### config.mk
export PLATFORM = sky130hd
export DESIGN_NAME = umcs_modem
export DESIGN_NICKNAME = d
export VERILOG_FILES = /design/src/inc/umcs_pkg.sv /design/src/design/umcs_modem.sv
export VERILOG_INCLUDE_DIRS = /design/src /design/src/inc
export SDC_FILE = /design/constraint.sdc
export NUM_CORES = 1
export LEC_CHECK = 0
export BUFFER_PORTS_ARGS = -buffer_cell sky130_fd_sc_hd__clkbuf_2
export CAP_MARGIN = 40
export CORE_UTILIZATION = 55
export CTS_BUF_LIST = sky130_fd_sc_hd__clkbuf_4
export CTS_CLUSTER_DIAMETER = 60
export DETAILED_ROUTE_END_ITERATION = 10
export PLACE_DENSITY = 0.91
export SYNTH_ARGS = -nofsm -noshare
export SYNTH_HDL_FRONTEND = slang
export SYNTH_SLANG_ARGS = --single-unit
### constraint.sdc
create_clock -name clock -period 1.3 [get_ports clock]
set_clock_uncertainty 0.05 [all_clocks]
set_input_delay 0.065 -clock clock [delete_from_list [all_inputs] [get_ports clock]]
set_output_delay 0.065 -clock clock [all_outputs]
set_load 0.02 [all_outputs]
### src/inc/umcs_params.svh
/*
  Constants of the modem control and status block: register offsets,
  field positions, reset values and prescaler count.
  Assumes inclusion by the package, the checker and the bench by bare name.
*/
`ifndef UMCS_PARAMS_SVH
`define UMCS_PARAMS_SVH

// register offsets on the plain register port
`define UMCS_OFS_CTRL 3'h0
`define UMCS_OFS_STAT 3'h1
`define UMCS_OFS_ISTAT 3'h2
`define UMCS_OFS_IMASK 3'h3
`define UMCS_OFS_CFG 3'h4

// modem control field positions
`define UMCS_MC_PRESCALE 7
`define UMCS_MC_THRESH 6
`define UMCS_MC_XONANY 5
`define UMCS_MC_LOOP 4
`define UMCS_MC_IRQOP 3
`define UMCS_MC_FIFORDY 2
`define UMCS_MC_RTS 1
`define UMCS_MC_DTR 0

// config register field positions
`define UMCS_CFG_EFRWE 0
`define UMCS_CFG_AUTORTS 1

// reset values
`define UMCS_RST_CTRL 8'h00
`define UMCS_RST_CFG 2'h0
`define UMCS_RST_IMASK 4'h0
`define UMCS_RST_PIN 1'h1

// prescaler counts up to this value, so it divides by four input clocks when selected
`define UMCS_PRESCALE_DIV 2'h3

`endif

### src/inc/umcs_pkg.sv
/*
  Types of the modem control and status block.
  Assumes umcs_params.svh is on the include path.
*/
`include "umcs_params.svh"

package umcs_pkg;

  // active-low modem inputs as seen at the pins
  typedef struct packed {
    logic cdN;
    logic riN;
    logic dsrN;
    logic ctsN;
  } umcs_pins_t;

  // line-side outputs
  typedef struct packed {
    logic rtsN;
    logic dtrN;
    logic gpOutN;
    logic intOutEn;
  } umcs_line_t;

  // mode bits handed to the rest of the channel
  typedef struct packed {
    logic prescaleDiv4;
    logic thresholdAccessEn;
    logic xonAnyEn;
    logic fifoRdyEn;
    logic loopbackEn;
  } umcs_mode_t;

  // register port request
  typedef struct packed {
    logic [2:0] addr;
    logic [7:0] wdata;
    logic wr;
    logic rd;
  } umcs_req_t;

  // whole state of the block
  typedef struct packed {
    logic [7:0] ctrl;
    logic [1:0] cfg;
    logic [3:0] delta;
    logic [3:0] prevSrc;
    logic [4:0] sync1;
    logic [4:0] sync2;
    logic [3:0] irqStat;
    logic [3:0] irqMask;
    logic [7:0] rdData;
    logic [1:0] preCnt;
    logic baudTick;
  } umcs_state_t;

endpackage

### src/design/umcs_modem.sv
/*
  Modem control and modem status logic of one UART channel, with a
  small register port, change interrupt and clock prescaler.
  Assumes a single 10 MHz clock, a register master that holds its
  strobes one cycle, and modem pins asynchronous to the clock.
*/
// Functional notes
// - control bit 7 set divides the input clock by four for baud.
// - control bit 6 set enables access to threshold/trigger registers.
// - control bit 5 enables resume-on-any-character.
// - control bit 4 loops transmit to receive and control to status.
// - control bit 3 low floats interrupt outputs, general output high.
// - control bit 2 enables the combined FIFO-ready register.
// - control bit 1 drives request-to-send low; auto mode overrides.
// - control bit 0 drives terminal-ready low; loop-back feeds status 5.
// - control bits 7..5 writable only with enhanced write-enable set.
// - normal mode status 7..4 are inverted CD, RI, DSR, CTS inputs.
// - loop-back status 7,6,5,4 equal control bits 3,2,0,1.
// - CD, DSR, CTS change flags set on any edge, clear on read.
// - RI change flag sets on falling status (pin going high), on rising in loop-back, clears on read.
`timescale 1ns/100ps

module umcs_modem
  import umcs_pkg::*;
(
  input wire logic clock, // 10 MHz clock
  input wire logic rst_n, // asynchronous reset
  input wire umcs_req_t req, // register port request
  output logic [7:0] rdata, // read data, cycle after read
  input wire umcs_pins_t pins, // active-low modem inputs
  input wire logic rxPin, // serial receive pin
  input wire logic txSerial, // serial transmit from transmitter
  input wire logic flowRtsActive, // hardware flow rts request
  output logic rxSerial, // serial data to the receiver
  output umcs_line_t line, // line-side outputs
  output umcs_mode_t mode, // mode bits to the channel
  output logic baudTick, // baud generator clock enable
  output logic irq // level interrupt
);

  //////////////////////////////////////////////////////////////////////
  // state

  umcs_state_t state_reg;
  umcs_state_t state_next;

  logic loopOn;
  logic [3:0] srcNow;
  logic [3:0] statusHi;
  logic [3:0] riseEv;
  logic [3:0] anyEv;
  logic [3:0] setDelta;
  logic rdStat;
  logic wrCtrl;
  logic [7:0] ctrlWrMasked;

  //////////////////////////////////////////////////////////////////////
  // combinational helpers

  assign loopOn = state_reg.ctrl[`UMCS_MC_LOOP];

  // sources in status order: cd, ri, dsr, cts, active high
  always_comb begin
    if (loopOn) begin
      srcNow = {state_reg.ctrl[`UMCS_MC_IRQOP],
                state_reg.ctrl[`UMCS_MC_FIFORDY],
                state_reg.ctrl[`UMCS_MC_DTR],
                state_reg.ctrl[`UMCS_MC_RTS]};
    end else begin
      srcNow = ~state_reg.sync2[3:0];
    end
  end

  assign statusHi = srcNow;

  // edges are taken on the synchronised copy, so each pin change
  // raises one event only
  assign anyEv = srcNow ^ state_reg.prevSrc;
  // ring flag: the pin going high is a falling status bit, while in
  // loop-back the control bit itself rising is the event
  always_comb begin
    riseEv = srcNow & ~state_reg.prevSrc;
    if (!loopOn) begin
      riseEv[2] = ~srcNow[2] & state_reg.prevSrc[2];
    end
  end

  always_comb begin
    setDelta = '0;
    setDelta[3] = anyEv[3];
    setDelta[2] = riseEv[2];
    setDelta[1] = anyEv[1];
    setDelta[0] = anyEv[0];
  end

  assign rdStat = req.rd && (req.addr == `UMCS_OFS_STAT);
  assign wrCtrl = req.wr && (req.addr == `UMCS_OFS_CTRL);

  // upper control bits keep their value unless write-enabled
  always_comb begin
    ctrlWrMasked = req.wdata;
    if (!state_reg.cfg[`UMCS_CFG_EFRWE]) begin
      ctrlWrMasked[7:5] = state_reg.ctrl[7:5];
    end
  end

  //////////////////////////////////////////////////////////////////////
  // next state

  always_comb begin
    state_next = state_reg;

    // two-stage synchronisers for pins and rx
    state_next.sync1 = {rxPin, pins};
    state_next.sync2 = state_reg.sync1;
    state_next.prevSrc = srcNow;

    // change flags: a new event beats the clear-on-read
    if (rdStat) begin
      state_next.delta = setDelta;
    end else begin
      state_next.delta = state_reg.delta | setDelta;
    end

    // interrupt status: write one to clear, set wins
    state_next.irqStat = state_reg.irqStat | setDelta;
    if (req.wr && (req.addr == `UMCS_OFS_ISTAT)) begin
      state_next.irqStat = (state_reg.irqStat & ~req.wdata[3:0])
                           | setDelta;
    end

    // register writes
    if (wrCtrl) begin
      state_next.ctrl = ctrlWrMasked;
    end else if (req.wr && (req.addr == `UMCS_OFS_IMASK)) begin
      state_next.irqMask = req.wdata[3:0];
    end else if (req.wr && (req.addr == `UMCS_OFS_CFG)) begin
      state_next.cfg = req.wdata[1:0];
    end

    // read data, valid in the cycle after the strobe
    state_next.rdData = 8'h00;
    if (req.rd) begin
      if (req.addr == `UMCS_OFS_CTRL) begin
        state_next.rdData = state_reg.ctrl;
      end else if (req.addr == `UMCS_OFS_STAT) begin
        state_next.rdData = {statusHi, state_reg.delta};
      end else if (req.addr == `UMCS_OFS_ISTAT) begin
        state_next.rdData = {4'h0, state_reg.irqStat};
      end else if (req.addr == `UMCS_OFS_IMASK) begin
        state_next.rdData = {4'h0, state_reg.irqMask};
      end else if (req.addr == `UMCS_OFS_CFG) begin
        state_next.rdData = {6'h00, state_reg.cfg};
      end else begin
        state_next.rdData = 8'h00;
      end
    end

    // prescaler: a tick every clock, or every fourth when selected
    if (state_reg.ctrl[`UMCS_MC_PRESCALE]) begin
      if (state_reg.preCnt == `UMCS_PRESCALE_DIV) begin
        state_next.preCnt = 2'h0;
        state_next.baudTick = 1'b1;
      end else begin
        state_next.preCnt = state_reg.preCnt + 2'h1;
        state_next.baudTick = 1'b0;
      end
    end else begin
      state_next.preCnt = 2'h0;
      state_next.baudTick = 1'b1;
    end
  end

  //////////////////////////////////////////////////////////////////////
  // registers

  always_ff @(posedge clock or negedge rst_n) begin
    if (!rst_n) begin
      state_reg.ctrl <= `UMCS_RST_CTRL;
      state_reg.cfg <= `UMCS_RST_CFG;
      state_reg.delta <= 4'h0;
      state_reg.prevSrc <= 4'h0;
      state_reg.sync1 <= {5{`UMCS_RST_PIN}};
      state_reg.sync2 <= {5{`UMCS_RST_PIN}};
      state_reg.irqStat <= 4'h0;
      state_reg.irqMask <= `UMCS_RST_IMASK;
      state_reg.rdData <= 8'h00;
      state_reg.preCnt <= 2'h0;
      state_reg.baudTick <= 1'b0;
    end else begin
      state_reg <= state_next;
    end
  end

  //////////////////////////////////////////////////////////////////////
  // outputs

  assign rdata = state_reg.rdData;
  assign baudTick = state_reg.baudTick;
  assign irq = |(state_reg.irqStat & state_reg.irqMask);

  // in loop-back the receiver hears our own transmitter
  assign rxSerial = loopOn ? txSerial : state_reg.sync2[4];

  always_comb begin
    line.intOutEn = state_reg.ctrl[`UMCS_MC_IRQOP];
    line.gpOutN = ~state_reg.ctrl[`UMCS_MC_IRQOP];
    line.dtrN = ~state_reg.ctrl[`UMCS_MC_DTR];
    if (state_reg.cfg[`UMCS_CFG_AUTORTS]) begin
      line.rtsN = ~flowRtsActive;
    end else begin
      line.rtsN = ~state_reg.ctrl[`UMCS_MC_RTS];
    end
  end

  always_comb begin
    mode.prescaleDiv4 = state_reg.ctrl[`UMCS_MC_PRESCALE];
    mode.thresholdAccessEn = state_reg.ctrl[`UMCS_MC_THRESH];
    mode.xonAnyEn = state_reg.ctrl[`UMCS_MC_XONANY];
    mode.fifoRdyEn = state_reg.ctrl[`UMCS_MC_FIFORDY];
    mode.loopbackEn = loopOn;
  end

endmodule // umcs_modem

After elaboration in Yosys (flattened, before gate mapping)
Cells that the tools add are included.
{"block": "totals", "register_bits": 47, "inputBits": 22, "output_inout_bits": 20, "wordCells": 60}
{"block": "op_classes", "addsub": 1, "eq_ne": 5, "mux": 14, "bitwise_logic": 18, "n_reduce_logical": 10}
{"cell": "$mux W8", "count": 3}
{"cell": "$mux W4", "count": 5}
{"cell": "$or A4 B4 Y4", "count": 3}
{"cell": "$and A4 B4 Y4", "count": 2}
{"cell": "$not A4 Y4", "count": 2}
{"cell": "$not A1 Y1", "count": 7}
{"cell": "$eq A3 B2 Y1 const B", "count": 2}
{"cell": "$mux W3", "count": 2}
{"cell": "$logic_and A1 B1 Y1", "count": 5}
{"cell": "$reduce_and A2 Y1", "count": 2}
{"cell": "$reduce_or A4 Y1", "count": 1}
{"cell": "$xor A4 B4 Y4", "count": 1}
{"cell": "$and A3 B3 Y3", "count": 1}
{"cell": "$eq A3 B1 Y1 const B", "count": 1}
{"cell": "$eq A3 B3 Y1 const B", "count": 1}
{"cell": "$logic_not A3 Y1", "count": 1}
{"cell": "$mux W1", "count": 3}
{"cell": "$not A3 Y3", "count": 1}
{"cell": "$reduce_and A3 Y1", "count": 1}
{"cell": "$add A2 B1 Y2 const B", "count": 1}
{"cell": "$eq A2 B2 Y1 const B", "count": 1}
{"cell": "$mux W2", "count": 1}
{"cell": "$and A1 B1 Y1", "count": 1}

Logic depth before layout (Yosys ltp)
Gate-level depths: netlist (run 1).
{"block": "logic_depth", "depth_word": 7, "mapped_depth": 4, "depth_no_buf": 3}

Worst setup path before layout (run 1)
Ideal clock, no wire load.
{"block": "synth_path", "path_kind": "input to register", "from": "input req[12] in the netlist's numbering", "to": "register state_reg, in the netlist mode[2]", "setup_ns": 0.125, "arrival_time_ns": 1.053, "required_time_ns": 1.125, "slack_ns": 0.072, "cell_stages": 4, "path_buffers": 1, "path_cell_list": "buf_6 nor4b_4 nand2_4 mux2_4"}
{"block": "synth_between", "elab_chain_len": 3}
{"element": "start, declared", "line_no": "umcs_modem.sv:28", "rtl": "input wire umcs_req_t req,"}
{"element": "$logic_not A3 Y1 (no line)"}
{"element": "$logic_and A1 B1 Y1", "line_no": "umcs_modem.sv:97", "rtl": "assign wrCtrl = req.wr && (req.addr == `UMCS_OFS_CTRL);"}
{"element": "$reduce_and A2 Y1 (no line)"}
{"element": "end signal, assigned", "line_no": "umcs_modem.sv:191", "rtl": "state_reg <= state_next;"}
{"element": "end, declared", "line_no": "umcs_modem.sv:44", "rtl": "umcs_state_t state_reg;"}
No other way between the ends.
A chain may end at the register's enable or synchronous reset.

Worst setup path after layout (run 1)
{"block": "layout_path", "from": "register state_reg, in the netlist mode[0]", "to": "output rxSerial"}
{"block": "layout_between", "elab_chain_len": 1}
{"element": "$mux W1", "line_no": "umcs_modem.sv:203", "rtl": "assign rxSerial = loopOn ? txSerial : state_reg.sync2[4];"}
{"element": "end, declared", "line_no": "umcs_modem.sv:34", "rtl": "output logic rxSerial,"}
No other way between the ends.

==> impl_results.md, run 1 <==
- Distinct cells, synth: 35
- Clk sinks: 47
- Rel. slew slack: 76.2%
- Initial antenna violation count: 0
- Clock transition at path regs: 0.14 ns
- Layout cells sized above 1: 40.0%
- Min Hold Slack: 0.0654 ns
- ANT nets after route: 0
- Port bufs: 41
- Cell Chain, Critical Path: mux2_4 > buf_6
- Ys async rst share: 100%
- First-pass GRT wire length: 6850 um
- Fmax: 724 MHz
- Period minus WS final: 1.38 ns
- Cell Area, Placed: 2270 um^2
- Pwr Density: 1380 nW/um^2
- Core ar.: 3660 um^2
- Slowest Stage Delay on Critical Path: 0.45 ns
- Final period utilization: 106%
- Initial DRC Count: 97
- Clock buffer count from CTS: 5
- Fill count: 265
- Slew @ Worst Pin: 0.357 ns
- Hold Crit Class: in -> async
- Seq. cell area: 1190 um^2
- Final #Nets: 252
- Grt ovf: 0
- Critical-path top delay cell: dfrtp_2
- Count of final setup violators: 2
- Avg WL per Cell: 14.7 um
- Post-layout instance count excluding filler cells: 278
- Max reg flops: 27
- WL final: 4090 um
- Leakage: 1.21 nW
- Failing checks: setup timing
- Post-Syn Area: 2090 um^2
- Setup crit start kind: register
- Row count: 22
- Root Buffer: clkbuf_4
- Buf+Inv Stages, Crit Path: 1
- Skew-Pair Late Insertion Delay: 0.37 ns
- Synth area leader: dfrtp_1
- Syn Nets: 199
- Dpl cells: 251
- Hold Fails Final Rpt: 0
- Final worst setup slack: -0.0806 ns
- Max Cap Viol: 0
- Top cells by area, synth: dfrtp_1 (44%), dfstp_2 (13%), buf_4 (5.0%), nand2b_1 (4.5%), mux2_2 (3.2%)
- Commonest non-fill, non-tap cell in the layout: clkbuf_2
- HPWL Detailed: 2740 um
- Overall Power: 3.51 mW
- Worst-case clock buffer depth: 2
- GRT Overall Usage: 22.8%
- IO Pins: 42
- Largest net degree at the start of global routing: 36
- Arrival time worst endpoint: 1.27 ns
- Predominant post-synthesis flop cell: dfrtp_1
- Total number of vias: 1501
- RSZ-0062 raised after global routing: yes
- Synth Warn #: 0
- CTS tree: built
- Worst path required time: 1.19 ns
- H-Tree Depth: 2
- Peak supply drop: 901 uV
- Cells after synthesis: 176
- Seq/Total Area, Yosys: 57.0%
- Most frequent cells in the layout: clkbuf_2 (38), dfrtp_1 (36), dlygate4sd3_1 (15), nand2_1 (13), nand2b_1 (12)
- Gpl congestion: 0.832
- Horiz. Die Dim: 63.6 um
- Via count of the first global-routing pass: 1543
- Final Instance Area: 2550 um^2
- # DRC: 0
- Seq cells post-synth: 47
- Die area: 4040 um^2
- Crit path kind: reg -> out
- Syn-to-layout area delta: 22.3%
- Drt first pass iters: 6
- Critical path endpoint category: output port
- Die height: 63.6 um
- DR vias/cell: 5.40
- Syn_area_per_cell: 11.9 um^2
- Multi-input gate area: 778 um^2
- Slew Viols, Final: 0
- Post-synth EDFFs: 0
- # diodes: 0
- Outcome: finished, violations left
- Post-synth top area share: 44.4%
- Initial Utilization: 57.0%
- CP max FO: 2
- Largest delay share family, worst path: flip-flops
-- layout make-up --
class / instances / area share, %
clock buffers: 5 / 1.47
clock inverters: 3 / 0.785
inverters: 6 / 0.883
multi-input cells: 104 / 30.5
flip-flops and latches: 47 / 46.7
well taps: 48 / 2.36
repair buffers: 65 / 17.3
-- logic make-up after synthesis --
logic type / after synthesis / share of synthesized area, %
compound gates: 29 / 9.54
fa+ha+maj: 1 / 0.600
buf+inv: 25 / 7.50
flops: 47 / 57.0
mux: 14 / 7.80
simple gates: 60 / 17.6
-- per-stage QoR --
| step | setup slack [ns] | setup TNS [ns] | util [%] |
|---|---|---|---|
| 6_report | -0.0806 | -0.0969 | 69.7 |
| 5_1_grt | -0.123 | -0.292 | 69.7 |
| 4_1_cts | -0.0896 | -0.117 | 68.4 |
| 3_5_place_dp | 0.0408 | 0 | 61.9 |
| 3_3_place_gp | 0.0738 | 0 | 61.9 |
| 2_1_floorplan | 0.0716 | 0 | - |
-- power by group --
group	switching (mW)	internal (mW)	total (mW)
Sequential	0.171	1.70	1.87
Combinational	0.499	0.471	0.970
Clock	0.464	0.207	0.670
-- routing by layer --
| layer | share of wire (%) | GRT usage (%) | wire length, um | vias up |
|---|---|---|---|---|
| met5 | 0 | 0 | 0 | - |
| met4 | 1.3 | 10.2 | 54 | 0 |
| met3 | 4.4 | 3.99 | 181 | 7 |
| met2 | 50 | 38.4 | 2060 | 47 |
| met1 | 44 | 28.6 | 1800 | 748 |
| li1 | - | - | - | 699 |
-- final timing paths --
path,startpoint,end,slack [ns],depth (start not counted)
min reg2reg,state_next[21],state_reg[21],0.30,0
max,mode[0],rxSerial,-0.08,2
max in group asynchronous,rst_n,state_next[20],0.56,3
min in group clock,req[11],rdata[2],0.07,3
max reg2reg,mode[0],rdata[6],0.01,3
min,rst_n,state_reg[11],0.07,2
-- synth_stat cells (2+ instances only) --
master	count
nand4bb_1	2
a22o_1	2
nand3b_1	4
a22oi_1	2
mux2i_1	5
a21bo_2	3
o221ai_1	2
mux2_2	6
o221a_2	2
nand2_1	13
o21ai_0	11
nand3_1	9
dfrtp_1	37
mux2_4	3
nand2b_1	15
a21oi_1	5
inv_1	6
buf_2	2
nor2_1	5
buf_4	14
clkbuf_1	2
and2_1	4
dfstp_2	10
-- repair_timing --
action / CTS / global route
endpoints found under the hold margin: 58 / 0
gates cloned: 0 / 0
buffers inserted: 2 / 2
resized for setup: 3 / 11
hold buffers: 15 / 0
setup endpoints to repair: 5 / 10
No activity file was read; power rests on OpenSTA's default activity.
==> run 2, diff against run 1 <==
--- a/config.mk
+++ b/config.mk
@@ -8,11 +8,10 @@
 export LEC_CHECK = 0
 export BUFFER_PORTS_ARGS = -buffer_cell sky130_fd_sc_hd__clkbuf_2
 export CAP_MARGIN = 40
-export CORE_UTILIZATION = 55
-export CTS_BUF_LIST = sky130_fd_sc_hd__clkbuf_4
+export CORE_UTILIZATION = 54
 export CTS_CLUSTER_DIAMETER = 60
 export DETAILED_ROUTE_END_ITERATION = 10
-export PLACE_DENSITY = 0.91
+export PLACE_DENSITY = 0.9
 export SYNTH_ARGS = -nofsm -noshare
 export SYNTH_HDL_FRONTEND = slang
 export SYNTH_SLANG_ARGS = --single-unit
==> impl_results.md, run 2 (synthesis gave the netlist of run 1 again) <==
- Initial antenna violation count: 0
- Worst Setup Slack post-DPL: 0.0396 ns
- Cell Chain, Critical Path: mux2_4 > buf_6
- CP max FO: 3
- WL final: 4020 um
- Layout cells sized above 1: 39.7%
- Hold depth: 3
- Largest delay share family, worst path: flip-flops
- Min-delay src: req[11]
- DR vias/cell: 5.17
- Metal3 WL: 222 um
- Max reg flops: 27
- Outcome: finished, violations left
- # DRC: 0
- Worst-case clock buffer depth: 2
- Peak supply drop: 953 uV
- R2R cell count: 3
- Sequential share of power: 48.7%
- Commonest non-fill, non-tap cell in the layout: clkbuf_2
- Grt ovf: 0
- Switching Fraction: 29.4%
- Clk pwr share: 27.0%
- Count of final setup violators: 1
- Top layer in use: met4
- Horiz. Die Dim: 64.2 um
- Leakage: 1.23 nW
- Die height: 64.2 um
- Dpl cells: 253
- Final period utilization: 100%
- Most frequent cells in the layout: clkbuf_2 (39), dfrtp_1 (36), dlygate4sd3_1 (15), nand2b_1 (13), nand2_1 (13)
- Critical path endpoint category: output port
- Hold Crit Class: in -> reg
- Rel. slew slack: 70.7%
- Gpl congestion: 0.826
- Core ar.: 3690 um^2
- Drt first pass iters: 4
- Post-layout instance count excluding filler cells: 277
- Slew Viols, Final: 0
- Worst Hold Path EP: rdata[3]
- Skew-Pair Late Insertion Delay: 0.30 ns
- RSZ-0062 raised after global routing: yes
- P_int: 2.73 mW
- Port bufs: 41
- CTS tree: built
- Clk sinks: 47
- IO Pins: 42
- Crit path kind: reg -> out
- Largest net degree at the start of global routing: 20
- Switching power: 1.14 mW
- WL met2: 1930 um
- Combinational power share: 24.4%
- Critical-path top delay cell: dfrtp_2
- Arrival time worst endpoint: 1.19 ns
- Slowest Stage Delay on Critical Path: 0.44 ns
- Avg WL per Cell: 14.5 um
- Syn-to-layout area delta: 24.1%
- Initial DRC Count: 57
- Worst path required time: 1.19 ns
- Final worst setup slack: -0.000108 ns
- Final #Nets: 251
- Total number of vias: 1433
- Worst r2r src: mode[0]
- HPWL Detailed: 2890 um
- Fmax: 769 MHz
- GRT Overall Usage: 22.4%
- Die area: 4120 um^2
- Reg-to-reg endpoint: rdata[6]
- Slew @ Worst Pin: 0.440 ns
- Met1 wire length: 1770 um
- Clock buffer count from CTS: 5
- # diodes: 0
- H-Tree Depth: 2
- Hold Fails Final Rpt: 0
- Initial Utilization: 56.5%
- Row count: 22
- Via count of the first global-routing pass: 1518
- Max Cap Viol: 0
- Period minus WS final: 1.30 ns
- Buf+Inv Stages, Crit Path: 1
- Setup crit start kind: register
- Clock transition at path regs: 0.09 ns
- First-pass GRT wire length: 6720 um
- Pwr Density: 1490 nW/um^2
- R2r setup slk: 0.02 ns
- ANT nets after route: 0
- Failing checks: setup timing
- Root Buffer: clkbuf_8
==> run 2: layer usage <==
metal	track usage, %	vias to the layer above
met2	36.7	43
li1	-	694
met5	0	-
met3	6.96	9
met1	27.3	687
met4	9.72	0
==> run 2: area by class of cell <==
class / instances / area [um^2]
timing repair buffer: 64 / 428
sequential: 47 / 1190
multi-input combinational: 104 / 776
clock buffer: 5 / 68.8
tap: 48 / 60.1
inverter: 6 / 22.5
fill: 278 / 1100
clock inverter: 3 / 43.8
==> run 2: through the flow <==
stage               utilization, %  hold WS [ns]  total power [mW]  setup TNS [ns]  area [um^2]
global placement              61.5       -0.0322              2.70               0         2270
finish                        70.2         0.156              3.87       -0.000108         2590
detailed placement            61.5       -0.0250              2.74               0         2270
CTS                           68.9         0.149              3.84         -0.0106         2540
floorplan                        -        -0.281              2.52               0         2090
global route                  70.2         0.187              4.08         -0.0717         2590
==> run 2: worst max-delay path by stage <==
stage	from	cells past startpoint	endpoint	slack, ns
CTS	mode[0]	2	rxSerial	-0.01
detailed placement	req[11]	5	mode[2]	0.04
global placement	req[12]	5	mode[4]	0.07
floorplan	req[12]	4	mode[2]	0.07
finish	mode[0]	2	rxSerial	-0.0001
global route	mode[0]	2	rxSerial	-0.04
==> run 2: worst register-to-register path, delay by kind of cell, from the launching register on <==
family	cells	cell delay (ns)
buffers and inverters	1	0.18
flip-flops	1	0.44
AO/OA/AOI/OAI	1	0.23
AND/OR/NAND/NOR	1	0.30
==> run 2: power groups by stage <==
stage / sequential [mW] / combinational, mW / clock, mW
2_1_floorplan: 1.85 / 0.670 / 0
5_1_grt: 1.91 / 1.04 / 1.13
4_1_cts: 1.87 / 0.896 / 1.07
3_5_place_dp: 1.91 / 0.826 / 0
3_3_place_gp: 1.90 / 0.805 / 0
6_report: 1.88 / 0.943 / 1.04
==> run 2: timing repair <==
| action | in CTS | in global routing |
|---|---|---|
| pin swaps | 0 | 3 |
| hold buffers | 15 | 0 |
| buffers inserted | 1 | 0 |
| resized for setup | 1 | 12 |
| endpoints found under the hold margin | 34 | 0 |
| setup endpoints to repair | 1 | 6 |
| gates cloned | 0 | 0 |
==> run 3, diff against run 2 <==
--- a/config.mk
+++ b/config.mk
@@ -15,3 +15,4 @@
 export SYNTH_ARGS = -nofsm -noshare
 export SYNTH_HDL_FRONTEND = slang
 export SYNTH_SLANG_ARGS = --single-unit
+export TNS_END_PERCENT = 30
==> impl_results.md, run 3 (synthesis gave the netlist of run 1 again) <==
- Outcome: finished clean
- Arrival time worst endpoint: 1.18 ns
- Layout cells sized above 1: 39.3%
- CP max FO: 3
- Fmax: 769 MHz
- # DRC: 0
- GRT Overall Usage: 22.4%
- Pwr Density: 1490 nW/um^2
- Combinational power share: 23.9%
- Cell Area, Placed: 2270 um^2
- Worst Setup Slack post-DPL: 0.0396 ns
- Peak supply drop: 953 uV
- Final #Nets: 251
- Syn-to-layout area delta: 23.5%
- Max reg flops: 27
- Dpl cells: 253
- Skew-Pair Late Insertion Delay: 0.30 ns
- Multi-input gate area: 768 um^2
- Rel. slew slack: 70.8%
- Clk sinks: 47
- Drt first pass iters: 4
- Avg WL per Cell: 14.4 um
- Min-delay src: req[11]
- Core Util, Final: 69.8%
- Port bufs: 41
- Via count of the first global-routing pass: 1518
- Root Buffer: clkbuf_8
- WL final: 3990 um
- Fill count: 280
- Switching power: 1.13 mW
- Clk pwr share: 27.2%
- Period minus WS final: 1.30 ns
- Gpl congestion: 0.826
- Initial DRC Count: 70
- Min Hold Slack: 0.158 ns
- Post-route setup TNS: 0 ns
- Core ar.: 3690 um^2
- Final Instance Area: 2570 um^2
- Setup crit start kind: register
- Max Cap Viol: 0
- DR vias/cell: 5.17
- Worst r2r src: mode[0]
- Overall Power: 3.85 mW
- Slew @ Worst Pin: 0.439 ns
- Post-layout instance count excluding filler cells: 277
- # diodes: 0
- Clock transition at path regs: 0.09 ns
- Row count: 22
- Leakage: 1.22 nW
- Worst-case clock buffer depth: 2
- HPWL Detailed: 2890 um
- IO Pins: 42
- Initial Utilization: 56.5%
- Most frequent cells in the layout: clkbuf_2 (40), dfrtp_1 (36), dlygate4sd3_1 (15), nand2b_1 (14), nand2_1 (13)
- Worst path required time: 1.19 ns
- RSZ-0062 raised after global routing: yes
- Hold Fails Final Rpt: 0
- Setup crit start: mode[0]
- Clock buffer count from CTS: 5
- Final worst setup slack: 0.000160 ns
- H-Tree Depth: 2
- Horiz. Die Dim: 64.2 um
- Commonest non-fill, non-tap cell in the layout: clkbuf_2
- Final period utilization: 100%
- Slew Viols, Final: 0
- Critical path endpoint category: output port
- Seq. cell area: 1190 um^2
- Grt ovf: 0
- Hold Crit Class: in -> reg
- Switching Fraction: 29.5%
- CTS tree: built
- ANT nets after route: 0
- Count of final setup violators: 0
- Crit path kind: reg -> out
- Total number of vias: 1431
- Die height: 64.2 um
- Die area: 4120 um^2
- P_int: 2.71 mW
- Sequential share of power: 48.9%
- Largest net degree at the start of global routing: 20
- Initial antenna violation count: 0
- First-pass GRT wire length: 6720 um
==> run 3: final timing paths <==
| kind | slack, ns | endpoint | cells after the start |
|---|---|---|---|
| setup / recovery | 0.0002 | rxSerial | 2 |
| hold / removal | 0.16 | rdata[3] | 3 |
| setup reg to reg | 0.02 | rdata[6] | 3 |
| hold reg to reg | 0.30 | state_reg[22] | 0 |
| max in group asynchronous | 0.50 | state_reg[14] | 3 |
| min in group asynchronous | 0.18 | state_reg[2] | 2 |
==> run 3: power groups by stage <==
stage	clock (mW)	sequential [mW]	combinational, mW
floorplan	0	1.85	0.670
global placement	0	1.90	0.805
detailed placement	0	1.91	0.826
CTS	1.07	1.87	0.896
global route	1.13	1.91	1.02
finish	1.05	1.88	0.921
==> run 3: timing repair <==
action,4_1_cts,5_1_grt
resized for setup,1,8
hold buffers,15,0
setup endpoints to repair,1,6
buffers inserted,1,0
pin swaps,0,1
endpoints found under the hold margin,34,0
==> run 3: area by class of cell <==
| class | instances | share of cell area (%) |
|---|---|---|
| Sequential cell | 47 | 46.2 |
| Multi-Input combinational cell | 104 | 29.8 |
| Timing Repair Buffer | 64 | 16.4 |
| Clock buffer | 5 | 2.67 |
| Tap cell | 48 | 2.33 |
| Clock inverter | 3 | 1.70 |
| Inverter | 6 | 0.875 |
==> run 3: routing by layer <==
layer  track usage [%]  share of wire, %  vias up  wire (um)
li1                  -                 -      696          -
met5                 0                 0        -          0
met2              36.7                48       41       1920
met3              6.96               5.0        9        200
met4              9.72               2.5        0         99
met1              27.3                44      685       1780
==> run 3: critical path: stages (launching register included) <==
cell and delay, ns:
dfrtp_2 0.44, mux2_4 0.31, buf_6 0.13
